File: src/pkg/wwdt_regs.svh
// Purpose: register map, field layout, reset values and timing of the watchdog control block
// Assumes: apb byte address is four times the register index
// Notes: definitions only
`ifndef WWDT_REGS_SVH
`define WWDT_REGS_SVH
`define WWDT_IDX_CTRL0 12'h80c
`define WWDT_IDX_CTRL1 12'h80d
`define WWDT_IDX_PSL 12'h80e
`define WWDT_IDX_PSH 12'h80f
`define WWDT_IDX_TMR 12'h810
`define WWDT_ADDR_W 14
`define WWDT_SEN_BIT 0
`define WWDT_PS_LSB 1
`define WWDT_PS_MSB 5
`define WWDT_WIN_LSB 0
`define WWDT_WIN_MSB 2
`define WWDT_CS_LSB 4
`define WWDT_CS_MSB 6
`define WWDT_PS_RESET 5'h0b
`define WWDT_PS_UNSET 5'h1f
`define WWDT_PS_MAX 5'h12
`define WWDT_CS_UNSET 3'h7
`define WWDT_CS_RESET 3'h0
`define WWDT_WIN_UNSET 3'h7
`define WWDT_WIN_FULL 3'h7
`define WWDT_PCLK_HZ 250000000
`define WWDT_LFO_HZ 31000
`define WWDT_MFO_HZ 31250
`endif

File: src/pkg/wwdt_pkg.sv
// Purpose: types shared by the watchdog control block
// Assumes: nothing
// Notes: encodings match the configuration and clock select fields
package wwdt_pkg;
  typedef enum logic [1:0] {
    WWDT_MODE_OFF = 2'b00,
    WWDT_MODE_SW = 2'b01,
    WWDT_MODE_NO_SLEEP = 2'b10,
    WWDT_MODE_ON = 2'b11
  } wwdt_mode_e;
  typedef enum logic [2:0] {
    WWDT_CLK_LOW = 3'b000,
    WWDT_CLK_MID = 3'b001
  } wwdt_clk_e;
  typedef logic [4:0] wwdt_ps_t;
endpackage

File: src/rtl/wwdt_ctrl.sv
// Purpose: software control, status and window check of the windowed watchdog
// Assumes: apb slave, zero wait states; configuration fields steady after reset
// Notes: reset and wake requests are one-cycle pulses for the system reset logic
//
// The APB slave port was left to the implementer.
`timescale 1ns/1ns
`default_nettype none
`include "wwdt_regs.svh"

// Summary of operation
// prescale codes 0 to 18 give ratio 32 doubling per code, up to 2^23.
// prescale codes 19 to 31 act as the shortest timeout.
// default prescale code is 11, ratio 65536, about two seconds.
// at reset prescale loads 11 if config default is 31, else that default.
// prescale field is read-only when config default is not 31.
// software enable matters only in mode 01; resets to 0.
// clock select 000 picks low oscillator, 001 mid oscillator; others reserved.
// clock select resets to 000 if config is 111, else read-only.
// window select loads config default; read-only unless that default is 111.
// window code n opens (n+1) eighths of the period.
// window open when timer is at least four times (7 minus code).
// timer register bit 2 shows armed status.
// 18-bit prescale counter split over low, high and timer registers.
// prescale byte registers are read-only and zero after reset.
// timer register read-only, zero at reset, bits 7:3 hold window timer.
// intervals derive from the low oscillator divided by the ratio, or from the mid oscillator when clock select is 001.
// mode 11 always on, 10 off in sleep, 01 software, 00 off.
// reading control zero arms; clear while unarmed is a violation unless window code is 111.
// clear while window closed is a violation and resets like a timeout.
// any write to either control register clears counter and timer; writes with pstrb[0] low are ignored and do not clear.
// prescaler and timer form one chained counter timing out at terminal.
// counter register reads return live state without side effects.
module wwdt_ctrl
  import wwdt_pkg::*;
#(
  parameter int LFO_DIV = `WWDT_PCLK_HZ / `WWDT_LFO_HZ,
  parameter int MFO_DIV = `WWDT_PCLK_HZ / `WWDT_MFO_HZ
) (
  input wire logic pclk,
  input wire logic presetn,
  input wire logic psel,
  input wire logic penable,
  input wire logic pwrite,
  input wire logic [`WWDT_ADDR_W-1:0] paddr,
  input wire logic [31:0] pwdata,
  input wire logic [3:0] pstrb,
  output logic [31:0] prdata,
  output logic pready,
  output logic pslverr,
  input wire logic [1:0] watchdog_mode_config,
  input wire logic [4:0] config_prescale_default,
  input wire logic [2:0] config_clock_default,
  input wire logic [2:0] config_window_default,
  input wire logic sleep_mode,
  input wire logic watchdog_clear_instruction,
  output logic watchdog_active,
  output logic window_open,
  output logic window_violation,
  output logic wdt_reset,
  output logic wdt_wake
);
  logic init_q;
  wwdt_ps_t ps_q;
  logic sen_q;
  logic [2:0] cs_q;
  logic [2:0] win_q;
  logic armed_q;
  logic sleep_q;
  logic [31:0] prdata_q;
  logic viol_q;
  logic reset_q;
  logic wake_q;
  logic [17:0] prescale_v;
  logic [4:0] timer_v;
  logic timeout;
  logic tick;
  logic [11:0] reg_idx;
  logic aligned;
  logic hit;
  logic setup_rd;
  logic acc;
  logic acc_wr;
  logic acc_rd;
  logic wr_ctrl0;
  logic wr_ctrl1;
  logic rd_ctrl0;
  logic ps_wr_ok;
  logic cs_wr_ok;
  logic win_wr_ok;
  logic [4:0] pre_len;
  logic [4:0] open_at;
  logic clr_valid;
  logic clr_bad;
  logic sleep_edge;
  logic cnt_clear;
  logic [7:0] rd_byte;

  // ---- apb decode
  assign reg_idx = paddr[`WWDT_ADDR_W-1:2];
  assign aligned = (paddr[1:0] == 2'b00);

  always_comb begin
    case (reg_idx)
      `WWDT_IDX_CTRL0,
      `WWDT_IDX_CTRL1,
      `WWDT_IDX_PSL,
      `WWDT_IDX_PSH,
      `WWDT_IDX_TMR: hit = aligned;
      default: hit = 1'b0;
    endcase
  end

  assign acc = psel && penable;
  assign acc_wr = acc && pwrite && hit && pstrb[0];
  assign acc_rd = acc && !pwrite && hit;
  assign setup_rd = psel && !penable && !pwrite;
  // counter registers ignore writes silently; only the control pair stores
  assign wr_ctrl0 = acc_wr && (reg_idx == `WWDT_IDX_CTRL0);
  assign wr_ctrl1 = acc_wr && (reg_idx == `WWDT_IDX_CTRL1);
  assign rd_ctrl0 = acc_rd && (reg_idx == `WWDT_IDX_CTRL0);

  // zero wait states: read data is captured in the setup cycle
  assign pready = 1'b1;
  assign pslverr = acc && !hit;
  assign prdata = prdata_q;

  always_comb begin
    case (reg_idx)
      `WWDT_IDX_CTRL0: rd_byte = {2'b00, ps_q, sen_q};
      `WWDT_IDX_CTRL1: rd_byte = {1'b0, cs_q, 1'b0, win_q};
      `WWDT_IDX_PSL: rd_byte = prescale_v[7:0];
      `WWDT_IDX_PSH: rd_byte = prescale_v[15:8];
      `WWDT_IDX_TMR: rd_byte = {timer_v, armed_q, prescale_v[17:16]};
      default: rd_byte = 8'h00;
    endcase
  end

  always_ff @(posedge pclk or negedge presetn) begin
    if (!presetn) begin
      prdata_q <= 32'h0000_0000;
    end else if (setup_rd) begin
      prdata_q <= hit ? {24'h00_0000, rd_byte} : 32'h0000_0000;
    end
  end

  // ---- configuration locks
  assign ps_wr_ok = (config_prescale_default == `WWDT_PS_UNSET);
  assign cs_wr_ok = (config_clock_default == `WWDT_CS_UNSET);
  assign win_wr_ok = (config_window_default == `WWDT_WIN_UNSET);

  // configuration is caught one edge after reset release, never in the reset branch
  always_ff @(posedge pclk or negedge presetn) begin
    if (!presetn) begin
      init_q <= 1'b0;
    end else begin
      init_q <= 1'b1;
    end
  end

  always_ff @(posedge pclk or negedge presetn) begin
    if (!presetn) begin
      ps_q <= `WWDT_PS_RESET;
    end else if (!init_q) begin
      ps_q <= ps_wr_ok ? `WWDT_PS_RESET : config_prescale_default;
    end else if (wr_ctrl0 && ps_wr_ok) begin
      ps_q <= pwdata[`WWDT_PS_MSB:`WWDT_PS_LSB];
    end
  end

  always_ff @(posedge pclk or negedge presetn) begin
    if (!presetn) begin
      sen_q <= 1'b0;
    end else if (wr_ctrl0) begin
      sen_q <= pwdata[`WWDT_SEN_BIT];
    end
  end

  always_ff @(posedge pclk or negedge presetn) begin
    if (!presetn) begin
      cs_q <= `WWDT_CS_RESET;
    end else if (!init_q) begin
      cs_q <= cs_wr_ok ? `WWDT_CS_RESET : config_clock_default;
    end else if (wr_ctrl1 && cs_wr_ok) begin
      cs_q <= pwdata[`WWDT_CS_MSB:`WWDT_CS_LSB];
    end
  end

  always_ff @(posedge pclk or negedge presetn) begin
    if (!presetn) begin
      win_q <= `WWDT_WIN_FULL;
    end else if (!init_q) begin
      win_q <= config_window_default;
    end else if (wr_ctrl1 && win_wr_ok) begin
      win_q <= pwdata[`WWDT_WIN_MSB:`WWDT_WIN_LSB];
    end
  end

  // ---- operating mode
  always_comb begin
    case (wwdt_mode_e'(watchdog_mode_config))
      WWDT_MODE_ON: watchdog_active = 1'b1;
      WWDT_MODE_NO_SLEEP: watchdog_active = !sleep_mode;
      WWDT_MODE_SW: watchdog_active = sen_q;
      default: watchdog_active = 1'b0;
    endcase
  end

  // ---- count chain
  assign pre_len = (ps_q > `WWDT_PS_MAX) ? 5'h00 : ps_q;

  wwdt_tick_gen #(
    .LFO_DIV(LFO_DIV),
    .MFO_DIV(MFO_DIV)
  ) u_tick (
    .pclk(pclk),
    .presetn(presetn),
    .run(watchdog_active && init_q),
    .clk_sel(cs_q),
    .tick_q(tick)
  );

  always_ff @(posedge pclk or negedge presetn) begin
    if (!presetn) begin
      sleep_q <= 1'b0;
    end else begin
      sleep_q <= sleep_mode;
    end
  end

  assign sleep_edge = sleep_mode ^ sleep_q;

  // ---- window check
  assign open_at = {3'h7 - win_q, 2'b00};
  assign window_open = (timer_v >= open_at);
  // full window needs no arming; any narrower window does
  assign clr_valid = watchdog_active && watchdog_clear_instruction && window_open
                     && (armed_q || win_q == `WWDT_WIN_FULL);
  assign clr_bad = watchdog_active && watchdog_clear_instruction && !clr_valid;

  assign cnt_clear = !init_q || !watchdog_active || wr_ctrl0 || wr_ctrl1 || clr_valid
                     || clr_bad || sleep_edge;

  wwdt_counter #(
    .PRE_W(18),
    .TMR_W(5)
  ) u_count (
    .pclk(pclk),
    .presetn(presetn),
    .tick(tick),
    .clear(cnt_clear),
    .pre_len(pre_len),
    .prescale_q(prescale_v),
    .timer_q(timer_v),
    .timeout_q(timeout)
  );

  // reading control zero arms; the arm wins over a clear in the same cycle
  always_ff @(posedge pclk or negedge presetn) begin
    if (!presetn) begin
      armed_q <= 1'b0;
    end else if (rd_ctrl0) begin
      armed_q <= 1'b1;
    end else if (watchdog_clear_instruction) begin
      armed_q <= 1'b0;
    end
  end

  // ---- reset and wake requests
  always_ff @(posedge pclk or negedge presetn) begin
    if (!presetn) begin
      viol_q <= 1'b0;
      reset_q <= 1'b0;
      wake_q <= 1'b0;
    end else begin
      viol_q <= clr_bad;
      reset_q <= clr_bad || (timeout && !sleep_mode);
      wake_q <= timeout && sleep_mode;
    end
  end

  assign window_violation = viol_q;
  assign wdt_reset = reset_q;
  assign wdt_wake = wake_q;

  // ---- checks
  ps_lock_a: assert property (
    @(posedge pclk) disable iff (!presetn)
    (init_q && wr_ctrl0 && !ps_wr_ok) |=> $stable(ps_q))
    else $error("locked prescale field changed on write");

  cs_lock_a: assert property (
    @(posedge pclk) disable iff (!presetn)
    (init_q && wr_ctrl1 && !cs_wr_ok) |=> $stable(cs_q))
    else $error("locked clock select changed on write");

  win_lock_a: assert property (
    @(posedge pclk) disable iff (!presetn)
    (init_q && wr_ctrl1 && !win_wr_ok) |=> $stable(win_q))
    else $error("locked window select changed on write");

  init_load_a: assert property (
    @(posedge pclk) disable iff (!presetn)
    !init_q |=> (ps_q == ($past(ps_wr_ok) ? `WWDT_PS_RESET : $past(config_prescale_default))))
    else $error("prescale not loaded from configuration");

  mode_gate_a: assert property (
    @(posedge pclk) disable iff (!presetn)
    ((watchdog_mode_config == 2'b01 && init_q) |-> (watchdog_active == sen_q))
      and ((watchdog_mode_config == 2'b00) |-> !watchdog_active))
    else $error("software enable gating wrong");

  ps_decode_a: assert property (
    @(posedge pclk) disable iff (!presetn)
    (ps_q > 5'h12) |-> (pre_len == 5'h00))
    else $error("reserved prescale not minimum");

  win_open_a: assert property (
    @(posedge pclk) disable iff (!presetn)
    ((win_q == 3'h6 && timer_v == 5'h04) |-> window_open)
      and ((win_q == 3'h0 && timer_v == 5'h1b) |-> !window_open))
    else $error("window edge misplaced");

  arm_set_a: assert property (
    @(posedge pclk) disable iff (!presetn)
    rd_ctrl0 |=> armed_q ##1 (armed_q || $past(watchdog_clear_instruction)))
    else $error("read of control zero did not arm");

  violation_a: assert property (
    @(posedge pclk) disable iff (!presetn)
    (watchdog_active && watchdog_clear_instruction && !window_open) |=> (wdt_reset && window_violation))
    else $error("closed-window clear gave no reset");

  wr_clear_a: assert property (
    @(posedge pclk) disable iff (!presetn)
    (wr_ctrl0 || wr_ctrl1) |=> (prescale_v == 18'h0_0000 && timer_v == 5'h00))
    else $error("control write did not clear counter");

  tmr_read_a: assert property (
    @(posedge pclk) disable iff (!presetn)
    (setup_rd && hit && reg_idx == `WWDT_IDX_TMR)
      |=> (prdata[7:3] == $past(timer_v) && prdata[2] == $past(armed_q)))
    else $error("timer register read mismatch");
endmodule // wwdt_ctrl
`default_nettype wire

File: src/rtl/wwdt_tick_gen.sv
// Purpose: oscillator tick enable for the watchdog count chain
// Assumes: one pclk domain; oscillators modelled as pclk dividers
// Notes: reserved selects run from the low oscillator
`timescale 1ns/1ns
`default_nettype none
module wwdt_tick_gen
  import wwdt_pkg::*;
#(
  parameter int LFO_DIV = 8064,
  parameter int MFO_DIV = 8000
) (
  input wire logic pclk,
  input wire logic presetn,
  input wire logic run,
  input wire logic [2:0] clk_sel,
  output logic tick_q
);
  logic [15:0] div_q;
  logic [15:0] limit;

  always_comb begin
    case (clk_sel)
      WWDT_CLK_MID: limit = 16'(MFO_DIV - 1);
      default: limit = 16'(LFO_DIV - 1);
    endcase
  end

  // a stopped watchdog restarts its divider so the first period is whole
  always_ff @(posedge pclk or negedge presetn) begin
    if (!presetn) begin
      div_q <= 16'h0000;
      tick_q <= 1'b0;
    end else if (!run) begin
      div_q <= 16'h0000;
      tick_q <= 1'b0;
    end else if (div_q >= limit) begin
      div_q <= 16'h0000;
      tick_q <= 1'b1;
    end else begin
      div_q <= div_q + 16'h0001;
      tick_q <= 1'b0;
    end
  end
endmodule // wwdt_tick_gen
`default_nettype wire

File: src/rtl/wwdt_counter.sv
// Purpose: chained prescale counter and window timer
// Assumes: tick is a one-cycle enable
// Notes: prescale bits above the selected length stay zero
`timescale 1ns/1ns
`default_nettype none
module wwdt_counter
  import wwdt_pkg::*;
#(
  parameter int PRE_W = 18,
  parameter int TMR_W = 5
) (
  input wire logic pclk,
  input wire logic presetn,
  input wire logic tick,
  input wire logic clear,
  input wire logic [4:0] pre_len,
  output logic [PRE_W-1:0] prescale_q,
  output logic [TMR_W-1:0] timer_q,
  output logic timeout_q
);
  logic [PRE_W-1:0] mask;
  logic pre_term;
  logic tmr_term;

  for (genvar i = 0; i < PRE_W; i++) begin : g_mask
    assign mask[i] = (5'(i) < pre_len);
  end

  assign pre_term = ((prescale_q & mask) == mask);
  assign tmr_term = &timer_q;

  always_ff @(posedge pclk or negedge presetn) begin
    if (!presetn) begin
      prescale_q <= '0;
      timer_q <= '0;
      timeout_q <= 1'b0;
    end else if (clear) begin
      prescale_q <= '0;
      timer_q <= '0;
      timeout_q <= 1'b0;
    end else if (tick) begin
      timeout_q <= pre_term && tmr_term;
      if (pre_term) begin
        prescale_q <= '0;
        timer_q <= timer_q + TMR_W'(1);
      end else begin
        prescale_q <= prescale_q + PRE_W'(1);
      end
    end else begin
      timeout_q <= 1'b0;
    end
  end

  term_a: assert property (@(posedge pclk) disable iff (!presetn)
    (tick && !clear && pre_term && tmr_term) |=> (timeout_q && timer_q == '0))
    else $error("terminal count did not raise timeout");
endmodule // wwdt_counter
`default_nettype wire

File: config.mk
export PLATFORM = sky130hd
export DESIGN_NAME = wwdt_ctrl
export DESIGN_NICKNAME = d
export VERILOG_FILES = /design/src/pkg/wwdt_pkg.sv /design/src/rtl/wwdt_ctrl.sv /design/src/rtl/wwdt_tick_gen.sv /design/src/rtl/wwdt_counter.sv
export VERILOG_INCLUDE_DIRS = /design/src /design/src/pkg
export SDC_FILE = /design/constraint.sdc
export NUM_CORES = 1
export LEC_CHECK = 0
export ABC_CLOCK_PERIOD_IN_PS = 4890
export BUFFER_PORTS_ARGS = -buffer_cell sky130_fd_sc_hd__clkbuf_2
export CAP_MARGIN = 20
export CORE_ASPECT_RATIO = 1.2
export CORE_MARGIN = 4
export CORE_UTILIZATION = 50
export CTS_BUF_LIST = sky130_fd_sc_hd__clkbuf_4
export DETAILED_ROUTE_END_ITERATION = 10
export PLACE_DENSITY = 0.73
export SLEW_MARGIN = 10
export SYNTH_ARGS = -nofsm -noshare
export SYNTH_HDL_FRONTEND = slang
export SYNTH_SLANG_ARGS = --single-unit
File: constraint.sdc
create_clock -name pclk -period 4.89 [get_ports pclk]
set_clock_uncertainty 0.05 [all_clocks]
set_input_delay 0.978 -clock pclk [delete_from_list [all_inputs] [get_ports pclk]]
set_output_delay 0.978 -clock pclk [all_outputs]
set_load 0.05 [all_outputs]
==> results of run 1 <==
## worst reg2reg max path: stages, from the launching register on
cell      delay (ns)
dfrtp_1         0.55
o21a_1          0.18
maj3_1          0.35
o211ai_1        0.17
nand4_1         0.34
nor2_2          0.83
and3_1          0.31
## cells in the final DEF, fill, tap and decap left out, types with 3 or more instances in the layout
cell / Yosys / layout
dfrtp_1: 61 / 61
clkbuf_2: 0 / 54
nand2_1: 39 / 39
nor2_1: 39 / 39
conb_1: 2 / 29
nand3_1: 25 / 25
o21ai_0: 24 / 24
mux2i_1: 17 / 17
inv_1: 16 / 16
a21oi_1: 14 / 14
nor3_1: 14 / 14
xor2_1: 11 / 11
nor4_1: 11 / 11
and3_1: 9 / 9
ha_1: 9 / 9
clkbuf_4: 0 / 9
a31oi_1: 7 / 7
xnor2_1: 7 / 7
a22o_1: 6 / 6
mux2_2: 6 / 6
dfstp_2: 6 / 6
nor2b_1: 5 / 5
nand4_1: 5 / 5
nand2b_1: 5 / 5
a222oi_1: 5 / 5
a22oi_1: 4 / 4
o211ai_1: 4 / 4
and4_1: 4 / 4
or2_2: 3 / 3
a21o_1: 3 / 3
and2_1: 3 / 3
or4_1: 3 / 3
o31ai_1: 3 / 3
bufinv_16: 0 / 3
## registers in the layout (all words and copies together), names as in the netlist
signal	flops
sen_q	1
u_tick.tick_q	1
wdt_reset	1
init_q	1
prdata	8
wdt_wake	1
ps_q	5
cs_q	3
u_count.prescale_q	18
u_count.timer_q	5
window_violation	1
u_count.timeout_q	1
u_tick.div_q	16
armed_q	1
win_q	3
sleep_q	1
## final cells by class
type                            instances  area (um2)  area share
Sequential cell                        67        1684      0.3760
Clock buffer                            9       67.56     0.01508
Tap cell                               95       118.9     0.02654
Inverter                               16       60.06     0.01341
Timing Repair Buffer                   56       282.8     0.06313
Multi-Input combinational cell        347        2150      0.4799
Clock inverter                          7       116.4     0.02598
## power groups by stage
| stage | clock network (mW) | registers (mW) | logic [mW] |
|---|---|---|---|
| 6_report | 0.467 | 0.595 | 0.160 |
| 5_1_grt | 0.500 | 0.597 | 0.175 |
| 4_1_cts | 0.474 | 0.594 | 0.160 |
| 3_5_place_dp | 0 | 0.604 | 0.160 |
| 3_3_place_gp | 0 | 0.604 | 0.157 |
| 2_1_floorplan | 0 | 0.590 | 0.142 |
## how the worst min path moves through the flow
stage | slack, ns | to
finish | 0.44 | prdata[7]
global route | 0.48 | wdt_reset
CTS | 0.45 | wdt_reset
detailed placement | 0.42 | wdt_reset
global placement | 0.41 | wdt_reset
floorplan | 0.40 | wdt_reset
## layer usage
metal | vias up | wire [um] | part of all wire | global-route usage
li1 | 1670 | - | - | -
met1 | 1705 | 3706 | 0.39 | 0.2498
met2 | 119 | 4903 | 0.52 | 0.3455
met3 | 24 | 689 | 0.072 | 0.04056
met4 | 0 | 206 | 0.022 | 0.08621
met5 | - | 0 | 0 | 0
## synth_stat cells (12+ instances only)
cell type	instances	share of area
o21ai_0	24	0.029
nand2_1	39	0.036
inv_1	16	0.015
nand3_1	25	0.030
mux2i_1	17	0.041
buf_4	28	0.051
dfrtp_1	61	0.37
a21oi_1	14	0.017
nor2_1	39	0.036
nor3_1	14	0.017
clkbuf_1	12	0.011
## stage by stage
| stage | instance area (um2) | total power [mW] |
|---|---|---|
| after floorplan | 4222 | 0.7316 |
| after global placement | 4295 | 0.7612 |
| after detailed placement | 4295 | 0.7640 |
| after CTS | 4479 | 1.228 |
| after global routing | 4479 | 1.272 |
| final | 4479 | 1.222 |
## logic make-up (layout without fill, tap and decap cells)
| kind of cell | after synthesis | in the layout | synth area share |
|---|---|---|---|
| AND/OR/NAND/NOR | 177 | 177 | 0.2202 |
| XOR/XNOR | 18 | 18 | 0.03826 |
| AO/OA/AOI/OAI | 89 | 89 | 0.1470 |
| flip-flops | 67 | 67 | 0.4087 |
| other | 2 | 29 | 0.001823 |
| buffers and inverters | 62 | 88 | 0.09414 |
| multiplexers | 23 | 23 | 0.05770 |
| adder cells (fa/ha/maj) | 11 | 11 | 0.03219 |
==> flow_summary.json, run 1 <==
{
  "grt_pass1_vias": 3344,
  "p_int_mw": 0.8738,
  "ys_seq_area_frac": 0.4087,
  "worst-path-stages": 6,
  "leakagePower_nw": 2.007,
  "setup_viol": 0,
  "holdPathStages": 2,
  "layout_min_cycle_time_ns": 3.265,
  "synth_warnings": 0,
  "nets": 576,
  "cts.sinks": 67,
  "final.setup.worst_slack_ns": 1.625,
  "min_period_over_period": 0.6676,
  "area.growth.synth_to_final_pct": 8.716,
  "synthFlopType": "dfrtp_1",
  "pre_cts_ws_ns": 1.537,
  "drive_above_1_share": 0.1892,
  "synth-seq-cells": 67,
  "postCtsHoldBufs": 0,
  "cp-start-kind": "primary input",
  "maxSlewViolCount": 0,
  "antenna_found_initial": 0,
  "drv_cap": 0,
  "grt_first_pass_wirelength_mm": 15.70,
  "ios": 109,
  "combPwrFrac": 0.131,
  "rr_endpoint": "u_count.timeout_q",
  "antenna_left": 0,
  "critPathArrivalTime_ns": 2.24,
  "slowest_stage": "nor4b_1",
  "path_clk_slew_ns": 0.12,
  "rsz0062_at_grt": "no",
  "synthCells": 449,
  "hold_viol": 0,
  "fin_cells": 597,
  "post_cts_resize_count": 0,
  "min_from": "prdata[7]",
  "power.switching_mw": 0.3481,
  "overflow": 0,
  "critPathMostFrequentCell": "clkbuf_2",
  "clockRootBuffer": "clkbuf_4",
  "hp-class": "flop to flop",
  "max_freq_mhz": 306.3,
  "core_area_mm2": 0.008063,
  "dpl.cell_count": 581,
  "worst_skew_pair.late_latency_ns": 0.43,
  "pwr-share-clk": 0.382,
  "power.density_mw_per_mm2": 272.8,
  "reg2regPathDepth": 6,
  "synthesis.area_mm2": 0.004120,
  "viasPerCell": 5.893,
  "fill_cells": 729,
  "clk_path_buf_depth": 2,
  "crit_end": "pslverr",
  "die-area_mm2": 0.009763,
  "cp-startpoint": "paddr[7]",
  "outcome": "complete, no violations",
  "portBuffers": 55,
  "gp_congestion": 0.8983,
  "placementRows": 36,
  "r2r-start": "ps_q[2]",
  "worst_slew_pin_slew_ns": 0.9080,
  "holdWs_ns": 0.4439,
  "routedWlPerCell_um": 15.92,
  "r2r_setup_slack_ns": 2.04,
  "final_util": 0.5556,
  "drt_iter0_drc": 352,
  "ys_types": 63,
  "syn_avg_cell_area_um2": 9.176,
  "drc_errors": 0,
  "p_seq_frac": 0.487,
  "cp_cell_sequence": "clkbuf_2 -> nor4b_1 -> nand3_1 -> a21o_2 -> nor2b_1 -> clkbuf_2",
  "vias": 3518,
  "start_util": 0.5110,
  "cts_tree": "yes",
  "worst_setup_path_end_kind": "output port",
  "async_flop_share": 1.000,
  "grt_usage": 0.2023,
  "place_hpwl_mm": 7.183,
  "drt-total-wl_mm": 9.506,
  "slew_headroom": 0.3940,
  "cts_setup_buffers": 0,
  "switching_share": 0.2849,
  "dr.pass1.iters": 6,
  "htreeDepth": 3,
  "cts_inserted_buffers": 9,
  "critPathBufInv": 2,
  "synth_edf_count": 0,
  "crit_family": "simple AND/OR/NAND/NOR gates",
  "die_h_um": 107.4,
  "cp_max_fo": 5,
  "fin_setup_tns_ns": 0,
  "critPathKind": "primary input to output port",
  "slowest_delay_ns": 0.40,
  "dieWidth_um": 90.87,
  "peakVddDrop_v": 0.0001955,
  "insertedDiodeCount": 0,
  "grt_max_degree": 45,
  "crit_required_ns": 3.86
}
Power figures use the tool's default switching activity.
==> inputs of run 2 (changes only) <==
--- a/config.mk
+++ b/config.mk
@@ -6,7 +6,7 @@
 export SDC_FILE = /design/constraint.sdc
 export NUM_CORES = 1
 export LEC_CHECK = 0
-export ABC_CLOCK_PERIOD_IN_PS = 4890
+export ABC_CLOCK_PERIOD_IN_PS = 3300
 export BUFFER_PORTS_ARGS = -buffer_cell sky130_fd_sc_hd__clkbuf_2
 export CAP_MARGIN = 20
 export CORE_ASPECT_RATIO = 1.2
==> constraint.sdc (replaced) <==
create_clock -name pclk -period 3.3 [get_ports pclk]
set_clock_uncertainty 0.05 [all_clocks]
set_input_delay 0.66 -clock pclk [delete_from_list [all_inputs] [get_ports pclk]]
set_output_delay 0.66 -clock pclk [all_outputs]
set_load 0.05 [all_outputs]
==> run 2 against run 1 <==
  * Via count is 1.0% lower
  * Utilization increased by 0.11 points
  * Global-route usage increased by 1.0 points
  * First-iteration DRC count increased by 2.6%
  * Count of clock-buffer cells in the layout rose by 1
  * Clock power up 32%
  * Critical path depth is 2 higher
  * Highest routed layer unchanged
  * Critical endpoint is now window_open
  * Die area unchanged
==> flow_summary.json, run 2 (synthesized netlist as in run 1, its figures left out) <==
{
  "outcome": "complete, no violations",
  "cts_inserted_buffers": 9,
  "vias": 3482,
  "placementRows": 36,
  "power_mw": 1.737,
  "die-area_mm2": 0.009763,
  "cp_max_fo": 3,
  "drt-total-wl_mm": 9.884,
  "dieWidth_um": 90.87,
  "layout_min_cycle_time_ns": 2.881,
  "switching_share": 0.2952,
  "cts.sinks": 67,
  "maxSlewViolCount": 0,
  "place_area_mm2": 0.004333,
  "pwr-share-clk": 0.354,
  "gp_congestion": 0.9087,
  "portBuffers": 55,
  "rsz0062_at_grt": "no",
  "p_int_mw": 1.225,
  "slowest_delay_ns": 0.56,
  "combPwrFrac": 0.143,
  "drive_above_1_share": 0.1953,
  "r2r_setup_slack_ns": 0.73,
  "reg2regPathDepth": 6,
  "place_hpwl_mm": 7.499,
  "critPathKind": "flop to output port",
  "antenna_left": 0,
  "critPathArrivalTime_ns": 2.17,
  "final_common_cell": "dfrtp_1",
  "post_cts_resize_count": 0,
  "crit_required_ns": 2.59,
  "ios": 109,
  "cp-start-kind": "flop",
  "clk_path_buf_depth": 2,
  "largest_reg_flops": 18,
  "die_h_um": 107.4,
  "power.switching_mw": 0.5128,
  "grt_max_degree": 28,
  "setup_viol": 0,
  "max_freq_mhz": 347.1,
  "pre_cts_ws_ns": 0.1583,
  "cts_setup_buffers": 0,
  "peakVddDrop_v": 0.0003199,
  "final.setup.worst_slack_ns": 0.4187,
  "leakagePower_nw": 2.017,
  "grt_usage": 0.2124,
  "min_period_over_period": 0.8731,
  "postCtsHoldBufs": 0,
  "fin_setup_tns_ns": 0,
  "grt_first_pass_wirelength_mm": 16.45,
  "nets": 581,
  "drt_iter0_drc": 361,
  "overflow": 0,
  "p_seq_frac": 0.503,
  "area.growth.synth_to_final_pct": 8.928,
  "path_clk_slew_ns": 0.12,
  "clockRootBuffer": "clkbuf_4",
  "core_area_mm2": 0.008063,
  "max_flop_register": "u_count.prescale_q",
  "cp_cell_sequence": "inv_1 -> ha_1 -> nand2_1 -> nand2_1 -> a21o_1 -> a21oi_1 -> inv_1 -> clkbuf_2",
  "cts_tree": "yes",
  "final_cell_mix": "dfrtp_1 (61), clkbuf_2 (54), nand2_1 (39), nor2_1 (39), conb_1 (29)",
  "insertedDiodeCount": 0,
  "drv_cap": 0,
  "hp-class": "primary input to async pin",
  "drc_errors": 0,
  "routedWlPerCell_um": 16.42,
  "worst_slew_pin_slew_ns": 0.5943,
  "hold_viol": 0,
  "viasPerCell": 5.784,
  "grt_pass1_vias": 3406,
  "worst_skew_pair.late_latency_ns": 0.45,
  "slowest_stage": "dfstp_2",
  "start_util": 0.5110,
  "slew_headroom": 0.5936,
  "r2r-start": "ps_q[2]",
  "worst_setup_path_end_kind": "output port",
  "power.density_mw_per_mm2": 387.1,
  "fin_area_mm2": 0.004488,
  "rr_endpoint": "u_count.timer_q[3]",
  "htreeDepth": 3,
  "dr.pass1.iters": 5,
  "antenna_found_initial": 0
}
==> run 2: worst max path at each step <==
| stage | depth (start not counted) | startpoint | to |
|---|---|---|---|
| 4_1_cts | 8 | win_q[0] | window_open |
| 2_1_floorplan | 7 | paddr[7] | ps_q[2] |
| 5_1_grt | 8 | win_q[0] | window_open |
| 6_report | 8 | win_q[0] | window_open |
| 3_3_place_gp | 6 | paddr[7] | u_count.prescale_q[8] |
| 3_5_place_dp | 6 | paddr[7] | u_count.prescale_q[12] |
==> run 2: layout make-up <==
type                    instances  area [um2]
fillers                       742        3575
multi-input cells             347        2150
flip-flops and latches         67        1684
repair buffers                 61       320.3
well taps                      95       118.9
clock inverters                 6       80.08
clock buffers                  10       75.07
inverters                      16       60.06
==> run 2: routing by layer <==
| metal | GRT usage | up-vias | part of all wire |
|---|---|---|---|
| li1 | - | 1670 | - |
| met1 | 0.2647 | 1726 | 0.42 |
| met2 | 0.3667 | 69 | 0.52 |
| met3 | 0.03287 | 17 | 0.041 |
| met4 | 0.09159 | 0 | 0.019 |
| met5 | 0 | - | 0 |
==> run 2: critical path: cells and delay by family (launching register included) <==
| family | cells | cell delay (ns) |
|---|---|---|
| AO/OA/AOI/OAI | 2 | 0.39 |
| adder cells (fa/ha/maj) | 1 | 0.29 |
| buffers and inverters | 3 | 0.37 |
| flip-flops | 1 | 0.56 |
| AND/OR/NAND/NOR | 2 | 0.12 |
==> run 2: per-stage QoR <==
| stage | instances | utilization | hold WS, ns |
|---|---|---|---|
| final | 602 | 0.5566 | 0.1508 |
| after global routing | 602 | 0.5566 | 0.1949 |
| after CTS | 602 | 0.5566 | 0.1581 |
| after detailed placement | 586 | 0.5374 | 0.4170 |
| after global placement | 586 | 0.5374 | 0.4047 |
| after floorplan | 476 | - | 0.3144 |
==> run 2: power by group through the flow <==
stage,clock (mW),combinational [mW],sequential (mW)
finish,0.615,0.248,0.874
global route,0.661,0.273,0.877
CTS,0.624,0.249,0.873
detailed placement,0,0.248,0.888
global placement,0,0.243,0.888
floorplan,0,0.210,0.874
